**config.mk**
```make
export PLATFORM = sky130hd
export DESIGN_NAME = spc_port
export DESIGN_NICKNAME = d
export VERILOG_FILES = /design/src/rtl/spc_port.v /design/src/rtl/spc_sync.v
export VERILOG_INCLUDE_DIRS = /design/src /design/src/rtl
export SDC_FILE = /design/constraint.sdc
export NUM_CORES = 1
export LEC_CHECK = 0
export BUFFER_PORTS_ARGS = -buffer_cell sky130_fd_sc_hd__buf_4
export CORE_MARGIN = 2
export CORE_UTILIZATION = 40
export CTS_CLUSTER_SIZE = 20
export DETAILED_ROUTE_END_ITERATION = 10
export GPL_ROUTABILITY_DRIVEN = 1
export GPL_TIMING_DRIVEN = 0
export RECOVER_POWER = 25
export SLEW_MARGIN = 0
export SYNTH_ARGS = -nofsm -noshare
export SYNTH_HDL_FRONTEND = slang
export SYNTH_HIERARCHICAL = 1
export SYNTH_SLANG_ARGS = --single-unit
```
**constraint.sdc**
```tcl
create_clock -name mclk -period 3.08 [get_ports mclk]
set_input_delay 0.616 -clock mclk [delete_from_list [all_inputs] [get_ports mclk]]
set_output_delay 0.616 -clock mclk [all_outputs]
set_load 0.1 [all_outputs]
```
**src/rtl/spc_regs.vh**
```
// register offsets, field positions and reset values of the serial port setup
`ifndef SPC_REGS_VH
`define SPC_REGS_VH
`define SPC_ADDR_W 10
`define SPC_OFF_SETUP 10'h000
`define SPC_OFF_VARIANT 10'h003
`define SPC_OFF_RBSEL 10'h004
`define SPC_BIT_SPLIT 7
`define SPC_BIT_LSBF 6
`define SPC_BIT_SRST 5
`define SPC_BIT_RBSEL 0
`define SPC_SETUP_RST 8'h00
`define SPC_RBSEL_RST 8'h00
// arbitrary neutral value, not a real part code
`define SPC_VARIANT_VAL 8'h5A
`define SPC_SRST_CYC 3'h4
`endif

```
**src/rtl/spc_port.v**
```verilog
// serial port setup registers with spi shift engine
`timescale 1ns/1ps
`default_nettype none
`include "spc_regs.vh"
// How it works
// - bit 7 clear: one shared data pin
// - bit 7 set: reads on separate out pin
// - bit 6 clear: msb first, address steps down
// - bit 6 set: lsb first, address steps up
// - i2c mode ignores bit 6
// - soft reset self-clears, eeprom load if pin high
// - pin low: soft reset restores defaults
// - read-only variant code at 0x003
// - readback_select bit 0 picks buffer or active
module spc_port (
  // clock and reset
  input wire mclk,
  input wire rst_b,
  // spi pins
  input wire sclk_pin,
  input wire csb_pin,
  input wire sdio_in,
  output reg sdio_out,
  output reg sdio_oe_b,
  output reg sdo_out,
  output reg sdo_oe_b,
  // mode and eeprom strap pins
  input wire i2c_mode,
  input wire eeprom_pin,
  // register read data from the rest of the chip
  input wire [7:0] buf_rdata,
  input wire [7:0] act_rdata,
  // external register write port
  output reg [`SPC_ADDR_W-1:0] reg_addr,
  output reg [7:0] reg_wdata,
  output reg reg_we,
  // soft reset requests
  output reg load_eeprom,
  output reg load_default,
  // setup state
  output wire split_pin_mode,
  output wire lsb_first,
  output wire readback_active
);
  // ----------------------------------------------------
  // pin synchronisers
  // ----------------------------------------------------
  wire [4:0] pins_s;
  spc_sync #(.W(5)) u_sync (
    .mclk(mclk),
    .rst_b(rst_b),
    .d({sclk_pin, csb_pin, sdio_in, i2c_mode, eeprom_pin}),
    .q(pins_s)
  );
  wire sclk_s = pins_s[4];
  wire csb_s = pins_s[3];
  wire din_s = pins_s[2];
  wire i2c_s = pins_s[1];
  wire eep_s = pins_s[0];
  reg sclk_d_r;
  wire rise = sclk_s & ~sclk_d_r;
  wire fall = ~sclk_s & sclk_d_r;

  // ----------------------------------------------------
  // registers
  // ----------------------------------------------------
  reg split_r, lsbf_r, rbsel_r;
  reg [2:0] srst_cnt_r;
  // reset images of the setup fields
  wire [7:0] setup_rst = `SPC_SETUP_RST;
  wire [7:0] rbsel_rst = `SPC_RBSEL_RST;
  assign split_pin_mode = split_r;
  assign lsb_first = lsbf_r & ~i2c_s;
  assign readback_active = rbsel_r;

  // state passed in so the read mux follows every change
  function [7:0] local_read;
    input [`SPC_ADDR_W-1:0] a;
    input i2c;
    input split;
    input lsbf;
    input rbsel;
    begin
      case (a)
        `SPC_OFF_SETUP: local_read = i2c ?
          8'h00 : {split, lsbf, 6'h00};
        `SPC_OFF_VARIANT: local_read = `SPC_VARIANT_VAL;
        `SPC_OFF_RBSEL: local_read = {7'h00, rbsel};
        default: local_read = 8'h00;
      endcase
    end
  endfunction

  function is_local;
    input [`SPC_ADDR_W-1:0] a;
    begin
      is_local = (a == `SPC_OFF_SETUP) || (a == `SPC_OFF_VARIANT) ||
                 (a == `SPC_OFF_RBSEL);
    end
  endfunction

  // ----------------------------------------------------
  // spi shift engine
  // ----------------------------------------------------
  localparam ST_CMD = 1'b0;
  localparam ST_DATA = 1'b1;
  reg st_r;
  reg [15:0] cmd_r;
  reg [4:0] cnt_r;
  reg rd_r;
  reg [`SPC_ADDR_W-1:0] addr_r;
  reg [7:0] sh_r;
  reg [7:0] rdsh_r;
  wire [7:0] rd_src = is_local(addr_r) ?
    local_read(addr_r, i2c_s, split_r, lsbf_r, rbsel_r) :
    (rbsel_r ? act_rdata : buf_rdata);
  // the received byte as assembled in either bit order
  wire [7:0] byte_in = lsb_first ? {din_s, sh_r[7:1]}
                                 : {sh_r[6:0], din_s};
  wire [`SPC_ADDR_W-1:0] addr_step = lsb_first ?
    addr_r + 1'b1 : addr_r - 1'b1;
  // instruction always msb first so setup bit flips stay safe
  wire [15:0] cmd_in = {cmd_r[14:0], din_s};

  always @(posedge mclk) begin
    if (!rst_b) begin
      sclk_d_r <= 1'b0;
      st_r <= ST_CMD;
      cmd_r <= 16'h0000;
      cnt_r <= 5'd0;
      rd_r <= 1'b0;
      addr_r <= {`SPC_ADDR_W{1'b0}};
      sh_r <= 8'h00;
      rdsh_r <= 8'h00;
      split_r <= setup_rst[`SPC_BIT_SPLIT];
      lsbf_r <= setup_rst[`SPC_BIT_LSBF];
      rbsel_r <= rbsel_rst[`SPC_BIT_RBSEL];
      srst_cnt_r <= 3'd0;
      reg_addr <= {`SPC_ADDR_W{1'b0}};
      reg_wdata <= 8'h00;
      reg_we <= 1'b0;
      load_eeprom <= 1'b0;
      load_default <= 1'b0;
    end else begin
      sclk_d_r <= sclk_s;
      reg_we <= 1'b0;
      load_eeprom <= 1'b0;
      load_default <= 1'b0;
      if (srst_cnt_r != 3'd0) begin
        srst_cnt_r <= srst_cnt_r - 3'd1;
        if (srst_cnt_r == 3'd1) begin
          // defaults restored on both paths; eeprom then overwrites
          split_r <= setup_rst[`SPC_BIT_SPLIT];
          lsbf_r <= setup_rst[`SPC_BIT_LSBF];
          rbsel_r <= rbsel_rst[`SPC_BIT_RBSEL];
          load_eeprom <= eep_s;
          load_default <= ~eep_s;
        end
      end
      if (csb_s) begin
        st_r <= ST_CMD;
        cnt_r <= 5'd0;
      end else if (rise) begin
        if (st_r == ST_CMD) begin
          cmd_r <= cmd_in;
          cnt_r <= cnt_r + 5'd1;
          if (cnt_r == 5'd15) begin
            st_r <= ST_DATA;
            cnt_r <= 5'd0;
            rd_r <= cmd_in[15];
            addr_r <= cmd_in[`SPC_ADDR_W-1:0];
          end
        end else begin
          sh_r <= byte_in;
          cnt_r <= cnt_r + 5'd1;
          if (cnt_r == 5'd7) begin
            cnt_r <= 5'd0;
            addr_r <= addr_step;
            if (!rd_r) begin
              reg_addr <= addr_r;
              reg_wdata <= byte_in;
              reg_we <= ~is_local(addr_r);
              case (addr_r)
                `SPC_OFF_SETUP: begin
                  split_r <= byte_in[`SPC_BIT_SPLIT];
                  if (!i2c_s)
                    lsbf_r <= byte_in[`SPC_BIT_LSBF];
                  if (byte_in[`SPC_BIT_SRST])
                    srst_cnt_r <= `SPC_SRST_CYC;
                end
                `SPC_OFF_RBSEL: rbsel_r <= byte_in[`SPC_BIT_RBSEL];
                default: ;
              endcase
            end
          end
        end
      end else if (fall && st_r == ST_DATA && rd_r) begin
        // load next byte at its first falling edge
        if (cnt_r == 5'd0)
          rdsh_r <= rd_src;
        else
          rdsh_r <= lsb_first ? {1'b0, rdsh_r[7:1]} : {rdsh_r[6:0], 1'b0};
      end
    end
  end

  // ----------------------------------------------------
  // output pins
  // ----------------------------------------------------
  wire rd_active = ~csb_s & (st_r == ST_DATA) & rd_r;
  wire rd_bit = lsb_first ? rdsh_r[0] : rdsh_r[7];
  always @(posedge mclk) begin
    if (!rst_b) begin
      sdio_out <= 1'b0;
      sdio_oe_b <= 1'b1;
      sdo_out <= 1'b0;
      sdo_oe_b <= 1'b1;
    end else begin
      sdio_out <= rd_bit;
      sdo_out <= rd_bit;
      sdio_oe_b <= ~(rd_active & ~split_r);
      sdo_oe_b <= ~(rd_active & split_r);
    end
  end
endmodule // spc_port
`default_nettype wire

```
**src/rtl/spc_sync.v**
```verilog
// two flip-flop synchroniser for pin inputs
`timescale 1ns/1ps
`default_nettype none
module spc_sync #(
  parameter W = 1
) (
  // clock and reset
  input wire mclk,
  input wire rst_b,
  // pins
  input wire [W-1:0] d,
  output reg [W-1:0] q
);
  reg [W-1:0] s1_r;
  always @(posedge mclk) begin
    if (!rst_b) begin
      s1_r <= {W{1'b0}};
      q <= {W{1'b0}};
    end else begin
      s1_r <= d;
      q <= s1_r;
    end
  end
endmodule // spc_sync
`default_nettype wire
```
**Word-level counts from Yosys, hierarchy flattened**

Cells that the tools add are included.

- Flip-flop bits (word level): 89
- Input port bits: 23

- Reduce and logical (&&, ||, !) cells: 17
- Bitwise operators: 21
- Add/sub/neg operators: 4
- Mux-type cells: 50
- Equality and inequality tests: 6

Operators with widths:

| kind | count |
|---|---|
| $mux 8 | 6 |
| $mux 10 | 4 |
| $mux 1 | 28 |
| $mux 3 | 8 |
| $pmux 8 s3 | 1 |
| $mux 5 | 3 |
| $not 1->1 | 14 |
| $reduce_and 3->1 | 4 |
| $add 10x1->10 const B | 1 |
| $eq 10x2->1 const B | 1 |
| $eq 10x3->1 const B | 1 |
| $logic_not 10->1 | 1 |
| $sub 10x1->10 const B | 1 |
| $reduce_and 4->1 | 2 |
| $and 1x1->1 | 7 |
| $reduce_or 6->1 | 1 |
| $add 5x1->5 const B | 1 |
| $eq 5x3->1 const B | 1 |
| $eq 5x4->1 const B | 1 |
| $logic_not 5->1 | 1 |
| $reduce_and 5->1 | 1 |
| $eq 3x1->1 const B | 1 |
| $reduce_bool 3->1 | 1 |
| $sub 3x1->3 const B | 1 |
| other kinds (5) | 7 |

**Longest topological paths before layout**

Gate-level depths: netlist of the first run.

- Depth in word-level cells: 10
- Gate-level depth with buffers: 12
- Depth with buffers taken out: 10

**Hierarchy**

The synthesis of the first run kept the hierarchy.

By module, submodules not included:

| module | seq. area each (µm²) | cells an instance | instances | area an instance (µm²) |
|---|---|---|---|---|
| spc_port | 1581.5 | 480 | 1 | 3925.0 |
| spc_sync | 200.2 | 20 | 1 | 262.8 |

**Worst setup path before layout of the first run**

No wires, ideal clock.

- Kind: register to register
- Start point: register u_sync.q[1]
- End point: register addr_r[6]
- Arrival: 2.577 ns
- Cell stages (with the launch flop): 13
- Setup slack: 0.433 ns
- Library setup time: 0.070 ns
- Required time: 3.010 ns
- Path buffers: 2
- Period minus slack after synthesis: 2.647 ns
- Cell sequence: dfxtp_1 -> nand2b_1 -> inv_1 -> buf_6 -> buf_2 -> xnor2_1 -> ha_1 -> nor2_1 -> o21a_1 -> o31ai_1 -> xnor2_1 -> mux2i_1 -> a21oi_1

- Word-level cells in the longest chain between the ends: 5

Ends and longest elaborated chain:

| what | RTL line | source |
|---|---|---|
| start, declared | spc_sync.v:12 | `output reg [W-1:0] q` |
| start signal, assigned | spc_sync.v:18 | `q <= {W{1'b0}};` |
| start signal, assigned | spc_sync.v:21 | `q <= s1_r;` |
| $not 1->1 | spc_port.v:73 | `assign lsb_first = lsbf_r & ~i2c_s;` |
| $and 1x1->1 | spc_port.v:73 |  |
| named net lsb_first | spc_port.v:42 | `output wire lsb_first,` |
| $mux 10 | spc_port.v:120 | `` wire [`SPC_ADDR_W-1:0] addr_step = lsb_first ? `` |
| $mux 10 | spc_port.v:176 | `if (cnt_r == 5'd7) begin` |
| $mux 10 | spc_port.v:164 | `if (st_r == ST_CMD) begin` |
| end signal, assigned | spc_port.v:132 | `` addr_r <= {`SPC_ADDR_W{1'b0}}; `` |
| end signal, assigned | spc_port.v:171 | `` addr_r <= cmd_in[`SPC_ADDR_W-1:0]; `` |
| end signal, assigned | spc_port.v:178 | `addr_r <= addr_step;` |
| end, declared | spc_port.v:111 | `` reg [`SPC_ADDR_W-1:0] addr_r; `` |

The timed path passes the listed nets, and every way through them passes these cells. The select of a mux whose other input is x is not followed.
A chain may end at the register's enable or synchronous reset.

**Final worst setup path of the first run**

- Start point: register u_sync.q[1]
- End point: register addr_r[6]

- Word-level cells in the longest chain between the ends: 5

Ends and longest elaborated chain:

| what | RTL line |
|---|---|
| $not 1->1 | spc_port.v:73 |
| $and 1x1->1 | spc_port.v:73 |
| $mux 10 | spc_port.v:120 |
| $mux 10 | spc_port.v:176 |
| $mux 10 | spc_port.v:164 |

No other way between the ends. The select of a mux whose other input is x is not followed.

==> results of run 1 <==
## cell type report
type                            instances  share of cell area
Tap cell                              136              0.0350
Multi-Input combinational cell        371               0.453
Inverter                               12             0.00926
Timing Repair Buffer                   50              0.0664
Clock buffer                           11              0.0291
Buffer                                 28              0.0322
Sequential cell                        89               0.366
Clock inverter                          3             0.00874
## sequential cells by signal, summed over array words and instances, names as in the netlist
name / flops
addr_r: 10
cmd_r: 15
cnt_r: 5
load_default: 1
load_eeprom: 1
lsbf_r: 1
rd_r: 1
rdsh_r: 8
readback_active: 1
reg_addr: 10
reg_wdata: 8
reg_we: 1
sclk_d_r: 1
sdio_oe_b: 1
sdo_oe_b: 1
sdo_out: 1
sh_r: 8
split_pin_mode: 1
srst_cnt_r: 3
st_r: 1
u_sync/q: 5
u_sync/s1_r: 5
## worst min-delay path by stage
| stage | slack [ns] | from | cells after the start | to |
|---|---|---|---|---|
| 3_3_place_gp | 0.41 | u_sync/q[0] | 1 | load_default |
| 2_1_floorplan | 0.40 | u_sync/q[0] | 1 | load_default |
| 5_1_grt | 0.45 | sdio_in | 2 | u_sync/s1_r[2] |
| 4_1_cts | 0.43 | u_sync/q[0] | 1 | load_default |
| 6_report | 0.43 | u_sync/q[0] | 1 | load_default |
| 3_5_place_dp | 0.42 | u_sync/s1_r[3] | 1 | u_sync/q[3] |
## power breakdown
group | total, mW | leakage [nW] | internal (mW) | switching, mW
sequential | 1.20 | 0.720 | 1.18 | 0.0213
combinational | 0.216 | 0.940 | 0.0850 | 0.131
clock | 0.781 | 0.0913 | 0.388 | 0.394
## stage by stage
step / total power [mW] / hold slack, ns
after floorplan: 1.37 / 0.401
after global placement: 1.42 / 0.406
after detailed placement: 1.44 / 0.418
after CTS: 2.21 / 0.432
after global routing: 2.29 / 0.447
final: 2.20 / 0.428
## what timing repair did
action,CTS,global route
setup endpoints to repair,0,2
endpoints found under the hold margin,0,0
gates resized for setup,0,2
hold buffers,0,0
## logic make-up (layout without fill, tap and decap cells)
family | after synthesis | count (layout) | share of synthesized area
and+or+nand+nor | 204 | 204 | 0.229
DFF | 89 | 89 | 0.425
muxes | 23 | 23 | 0.0556
adders and majority gates | 14 | 14 | 0.0418
AOI/OAI and AO/OA | 121 | 121 | 0.182
xor gates and xnor gates | 9 | 9 | 0.0188
buffers and inverters | 40 | 104 | 0.0481
## per-layer routing
metal | vias up | routed length [um]
met4 | 0 | 127
met5 | - | 0
met2 | 70 | 4700
met1 | 1695 | 5040
li1 | 1871 | -
met3 | 12 | 459
## worst max-delay path, stage by stage (launching register included)
cell and delay, ns:
dfxtp_1 0.34, nand2b_1 0.26, inv_1 0.22, buf_6 0.19, buf_2 0.30, xnor2_1 0.16, ha_1 0.20, nor2_1 0.06
o21a_1 0.20, o31ai_1 0.29, xnor2_1 0.15, mux2i_1 0.09, a21oi_1 0.15
## cells in the final DEF (no fill, tap or decap), types with 2 or more instances in the layout
| cell | n |
|---|---|
| ha_1 | 14 |
| o21bai_1 | 2 |
| nor2_1 | 48 |
| xnor2_1 | 7 |
| buf_4 | 37 |
| buf_2 | 5 |
| buf_1 | 2 |
| a211oi_1 | 20 |
| mux2i_1 | 21 |
| xor2_1 | 2 |
| o31ai_1 | 2 |
| nor3_1 | 16 |
| and2_1 | 9 |
| a32o_1 | 4 |
| clkbuf_1 | 29 |
| o21ai_0 | 15 |
| o211ai_1 | 3 |
| o21a_1 | 2 |
| dfxtp_1 | 89 |
| a41oi_1 | 2 |
| a31oi_1 | 7 |
| buf_6 | 2 |
| and2_0 | 3 |
| nor2b_1 | 3 |
| o21ai_1 | 4 |
| mux2_2 | 2 |
| nand2_1 | 89 |
| clkbuf_8 | 12 |
| a21oi_1 | 50 |
| nand2b_1 | 8 |
| inv_1 | 11 |
| nand3_1 | 6 |
| nor4b_1 | 2 |
| nand4_1 | 4 |
| or3_1 | 4 |
==> flow_summary.toml, run 1 <==
[setup_path]
r2r-end = "addr_r[6]"
start_kind = "flop"
endpoint = "addr_r[6]"
r2r-start = "u_sync/q[1]"
cp_max_fo = 10
cp-end-kind = "flop"
crit_start = "u_sync/q[1]"
cp.required_ns = 3.37
rr_worst_depth = 12
critPathArrivalTime_ns = 2.97
path_class = "flop to flop"
r2r_slack_ns = 0.39

[detailed_routing]
ant_nets = 0
first_iter_violations = 190
first_pass_iters = 4
avgRoutedWirePerCell_um = 14.8
vias_per_cell = 5.21
drc = 0
drt_wl_total_um = 10300
num_vias = 3648

[timing]
hold_violations = 0
rsz0062_at_grt = "false"
setup_viol = 0
setup_tns_ns = 0
relSlewSlack = 0.229
fmax_mhz = 372
slew_violations = 0
finClkSkew_ns = 0.00933
setup_ws_ns = 0.394
worst_pin_slew_ns = 1.14
min_period_over_period = 0.872
period_needed_ns = 2.69

[cts]
post-cts-setup-buffer-count = 0
htree_num_levels = 3
max-clock-path-buffers = 2
clock_latency_ns = 0.35
tritoncts.num_buffers = 9
clock-sinks = 89
cts_tree = "done"
clkTransAtPathRegs_ns = 0.08
cts_root_buf = "clkbuf_8"

[floorplan]
core_area_mm2 = 0.0102
num_rows = 37
start_util = 0.409
pin_count = 51
fp.dieW_um = 106
dieHeight_um = 106
die_area_mm2 = 0.0113

[placement]
dp.cells = 686
io_buffer_count = 50
gp_congestion = 0.805
dpl_cell_area_mm2 = 0.00473
dp_hpwl_um = 7580
pre_cts_slack_ns = 0.197

[grt]
grt_use_total = 0.189
antenna_found_initial = 0
first_global_vias = 3463
met1_usage = 0.255
grtUsageMet2 = 0.310
top_usage_layer = "met2"
overflow = 0
grt_pass1_wl_um = 16900
grt_max_degree = 16
use_met3 = 0.0374

[yosys]
synth_fp_nets = 537
synth_cell_types = 59
synth_async_sr_flop_share = 0
ys_seq_area_frac = 0.425
synth-edff-count = 0
yosys_warnings = 6
synth.cell_area_mm2 = 0.00419
syn_inst = 500
ys_ff_latch = 89
synthFlopType = "dfxtp_1"
yosysTopAreaCellShare = 0.425
synth_area_leaders = "dfxtp_1, nand2_1, a21oi_1"
synth_top_area_cell = "dfxtp_1"
ys_top_cells_by_count = "dfxtp_1, nand2_1, a21oi_1"
synth_area_per_cell_um2 = 8.38

[cells_and_area]
area_growth_pct = 16.2
fin_cells = 700
stdcell_area_mm2 = 0.00486
multi_input_area_mm2 = 0.00220
fill_cells = 1021
nets = 598
seqCellArea_mm2 = 0.00178
drive_above_1_share = 0.122
post-route-util = 0.475
num_antenna_cells = 0

[run_status]
status = "finished, final reports clean"

[power]
leakage_nw = 1.75
power.density_mw_per_mm2 = 452
ir_worst_vdd_v = 0.000194

[worst_hold_path]
hold_class = "flop to flop"

[job]
maxCapViolations = 0
Power figures use the tool's default switching activity.
==> run 2: changes to the inputs <==
--- a/config.mk
+++ b/config.mk
@@ -6,6 +6,7 @@
 export SDC_FILE = /design/constraint.sdc
 export NUM_CORES = 1
 export LEC_CHECK = 0
+export ABC_AREA = 1
 export BUFFER_PORTS_ARGS = -buffer_cell sky130_fd_sc_hd__buf_4
 export CORE_MARGIN = 2
 export CORE_UTILIZATION = 40
@@ -13,6 +14,7 @@
 export DETAILED_ROUTE_END_ITERATION = 10
 export GPL_ROUTABILITY_DRIVEN = 1
 export GPL_TIMING_DRIVEN = 0
+export PLACE_DENSITY = 0.68
 export RECOVER_POWER = 25
 export SLEW_MARGIN = 0
 export SYNTH_ARGS = -nofsm -noshare
==> run 2 against run 1 <==
Effect of this change:
- global-route usage is 0.13 points higher
- clock skew is 0.00095 ns lower
- non-clock buffer count is 3 lower
- register-to-register slack better by 0.39 ns
- core utilization is 0.77 points higher
- count of clock-buffer cells in the layout is 1 lower
- sequential power hardly changed
- critical path type unchanged
- critical endpoint is now addr_r[9]
==> flow_summary.toml, run 2 <==
[timing]
worst_pin_slew_ns = 0.655
setup_tns_ns = 0
period_needed_ns = 2.29
slew_violations = 0
relSlewSlack = 0.564
fmax_mhz = 436
finClkSkew_ns = 0.00839
min_period_over_period = 0.744
hold_violations = 0
rsz0062_at_grt = "false"
setup_viol = 0
hold_ws_ns = 0.416

[placement]
dp_hpwl_um = 7790
dp.cells = 760
gp_congestion = 0.870
io_buffer_count = 50
dpl_cell_area_mm2 = 0.00478

[setup_path]
crit_chain = "inv_2 > nand2_1 > buf_6 > buf_2 > ha_1 > nand2_1 > inv_1 > o211ai_1 > nand2_1 > a21oi_1 > nand2_1 > nand2_1 > nand3_1 > nand2_1 > a21oi_1"
crit_top_cell = "nand2_1"
cp_max_fo = 15
slowest_stage = "dfxtp_1"
critPathArrivalTime_ns = 2.53
rr_worst_depth = 15
start_kind = "flop"
critical-path-top-delay-family = "buffers and inverters"
path_class = "flop to flop"
critPathBufInv = 4
crit_cells = 15
cp-end-kind = "flop"
cpPeakStageDelay_ns = 0.35
cp.required_ns = 3.32

[detailed_routing]
num_vias = 3850
drt-met1-wl_um = 4830
first_iter_violations = 199
met3WireLength_um = 612
drc = 0
vias_per_cell = 4.96
avgRoutedWirePerCell_um = 13.5
route.met2.wl_um = 4950
first_pass_iters = 4
drt_wl_total_um = 10400
routed.top_layer = "met4"
ant_nets = 0

[floorplan]
start_util = 0.410
fp.dieW_um = 107
die_area_mm2 = 0.0114
pin_count = 51
dieHeight_um = 107
core_area_mm2 = 0.0103
num_rows = 37

[yosys]
synth_mux_area_frac = 0.00709
ys_seq_area_frac = 0.420
synth_area_per_cell_um2 = 7.38
synth_area_leaders = "dfxtp_1, nand2_1, a21oi_1"
yosys_warnings = 6
synth-compound-area-share = 0.203
synth.cell_area_mm2 = 0.00424
ys_ff_latch = 89
synth_async_sr_flop_share = 0
synth_fp_nets = 611
synthFlopType = "dfxtp_1"
synth-adder-area-share = 0.0413
synth-simple-area-share = 0.218
synth_cell_types = 43
ys_top_cells_by_count = "nand2_1, dfxtp_1, inv_1"
synth_top_area_cell = "dfxtp_1"
synth.most_common_cell = "nand2_1"
synth_top_family_by_area = "simple AND/OR/NAND/NOR gates"
yosysTopAreaCellShare = 0.420
syn_inst = 574
synth-xor-area-share = 0.00827
synth-edff-count = 0

[power]
power_mw = 2.43
clkPwrFrac = 0.409
comb_power_share = 0.092
ir_worst_vdd_v = 0.000305
power.density_mw_per_mm2 = 488
p_int_mw = 1.83
leakage_nw = 2.22
p_seq_frac = 0.499
switching_power_mw = 0.600
switching_share = 0.247

[cells_and_area]
largest_register = "cmd_r"
fin_cells = 776
stdcell_area_mm2 = 0.00499
drive_above_1_share = 0.150
area_growth_pct = 17.7
num_antenna_cells = 0
nets = 672
largest_reg_flops = 15
final_cell_mix = "nand2_1, dfxtp_1, inv_1"
largestRegisters = "cmd_r (15), addr_r (10), reg_addr (10)"
fill_cells = 1031
final_common_cell = "nand2_1"

[job]
maxCapViolations = 0

[worst_hold_path]
hold_depth = 1
hold_class = "flop to flop"

[grt]
antenna_found_initial = 0
grt_max_degree = 16
grt_use_total = 0.191
grt_pass1_wl_um = 17600
first_global_vias = 3805
overflow = 0

[cts]
cts_resized = 0
htree_num_levels = 3
clock-sinks = 89
cts_root_buf = "clkbuf_8"
post-cts-setup-buffer-count = 0
clock_latency_ns = 0.36
cts_tree = "done"
max-clock-path-buffers = 2
tritoncts.num_buffers = 9
clkTransAtPathRegs_ns = 0.09
ctsHoldBuffers = 0

[run_status]
status = "finished, final reports clean"
run 2: cell types whose count changed after synthesis, sizes merged, moves of 8 or more:
| cell | delta |
|---|---|
| o21ai | +46 |
| nand2 | +14 |
| a21oi | +9 |
| nand3 | +25 |
| a211oi | -11 |
| nor2 | +15 |
| inv | +61 |
| nor3 | -14 |
| nand2b | -8 |
| and2 | -11 |
| mux2i | -18 |
run 2: worst reg2reg max path: cells and delay by family, from the launching register on:
kind | cells | cell delay [ns]
compound gates | 3 | 0.30
flops | 1 | 0.35
fa+ha+maj | 1 | 0.34
simple gates | 7 | 0.59
buf+inv | 4 | 0.60
run 2: routing by layer:
layer | vias to the layer above | global-route usage
li1 | 2014 | -
met1 | 1744 | 0.245
met2 | 82 | 0.326
met3 | 10 | 0.0426
met4 | 0 | 0.0473
met5 | - | 0
run 2: kinds of logic (layout without fill, tap and decap cells):
group           count (synthesis)  after routing
compound gates                154            154
flops                          89             89
fa+ha+maj                      14             14
simple gates                  212            212
buf+inv                        98            164
mux                             3              3
xor+xnor                        4              4
run 2: final cells by class:
| type | count | area, um^2 | area share |
|---|---|---|---|
| Clock buffer | 10 | 138 | 0.0276 |
| Sequential cell | 89 | 1780 | 0.357 |
| Tap cell | 136 | 170 | 0.0341 |
| Clock inverter | 6 | 114 | 0.0228 |
| Inverter | 73 | 274 | 0.0549 |
| Buffer | 25 | 130 | 0.0261 |
| Timing Repair Buffer | 50 | 372 | 0.0745 |
| Multi-Input combinational cell | 387 | 2010 | 0.403 |
run 2: final timing paths:
| check | slack [ns] | from | to |
|---|---|---|---|
| min reg2reg | 0.42 | u_sync/q[0] | load_default |
| min | 0.42 | u_sync/q[0] | load_default |
| max | 0.79 | u_sync/q[1] | addr_r[9] |
| max reg2reg | 0.79 | u_sync/q[1] | addr_r[9] |
run 2: per-stage QoR:
step           utilization  setup WS, ns
2_1_floorplan            -          1.09
3_3_place_gp         0.463         0.811
3_5_place_dp         0.463         0.793
4_1_cts              0.488         0.780
5_1_grt              0.483         0.523
6_report             0.483         0.787
run 2: power by group through the flow:
stage                     Combinational [mW]  Clock [mW]  Sequential [mW]
after detailed placement               0.226           0             1.24
after CTS                              0.228        1.02             1.21
after global routing                   0.252        1.07             1.22
after floorplan                        0.142           0             1.25
final                                  0.224       0.996             1.21
after global placement                 0.216           0             1.24
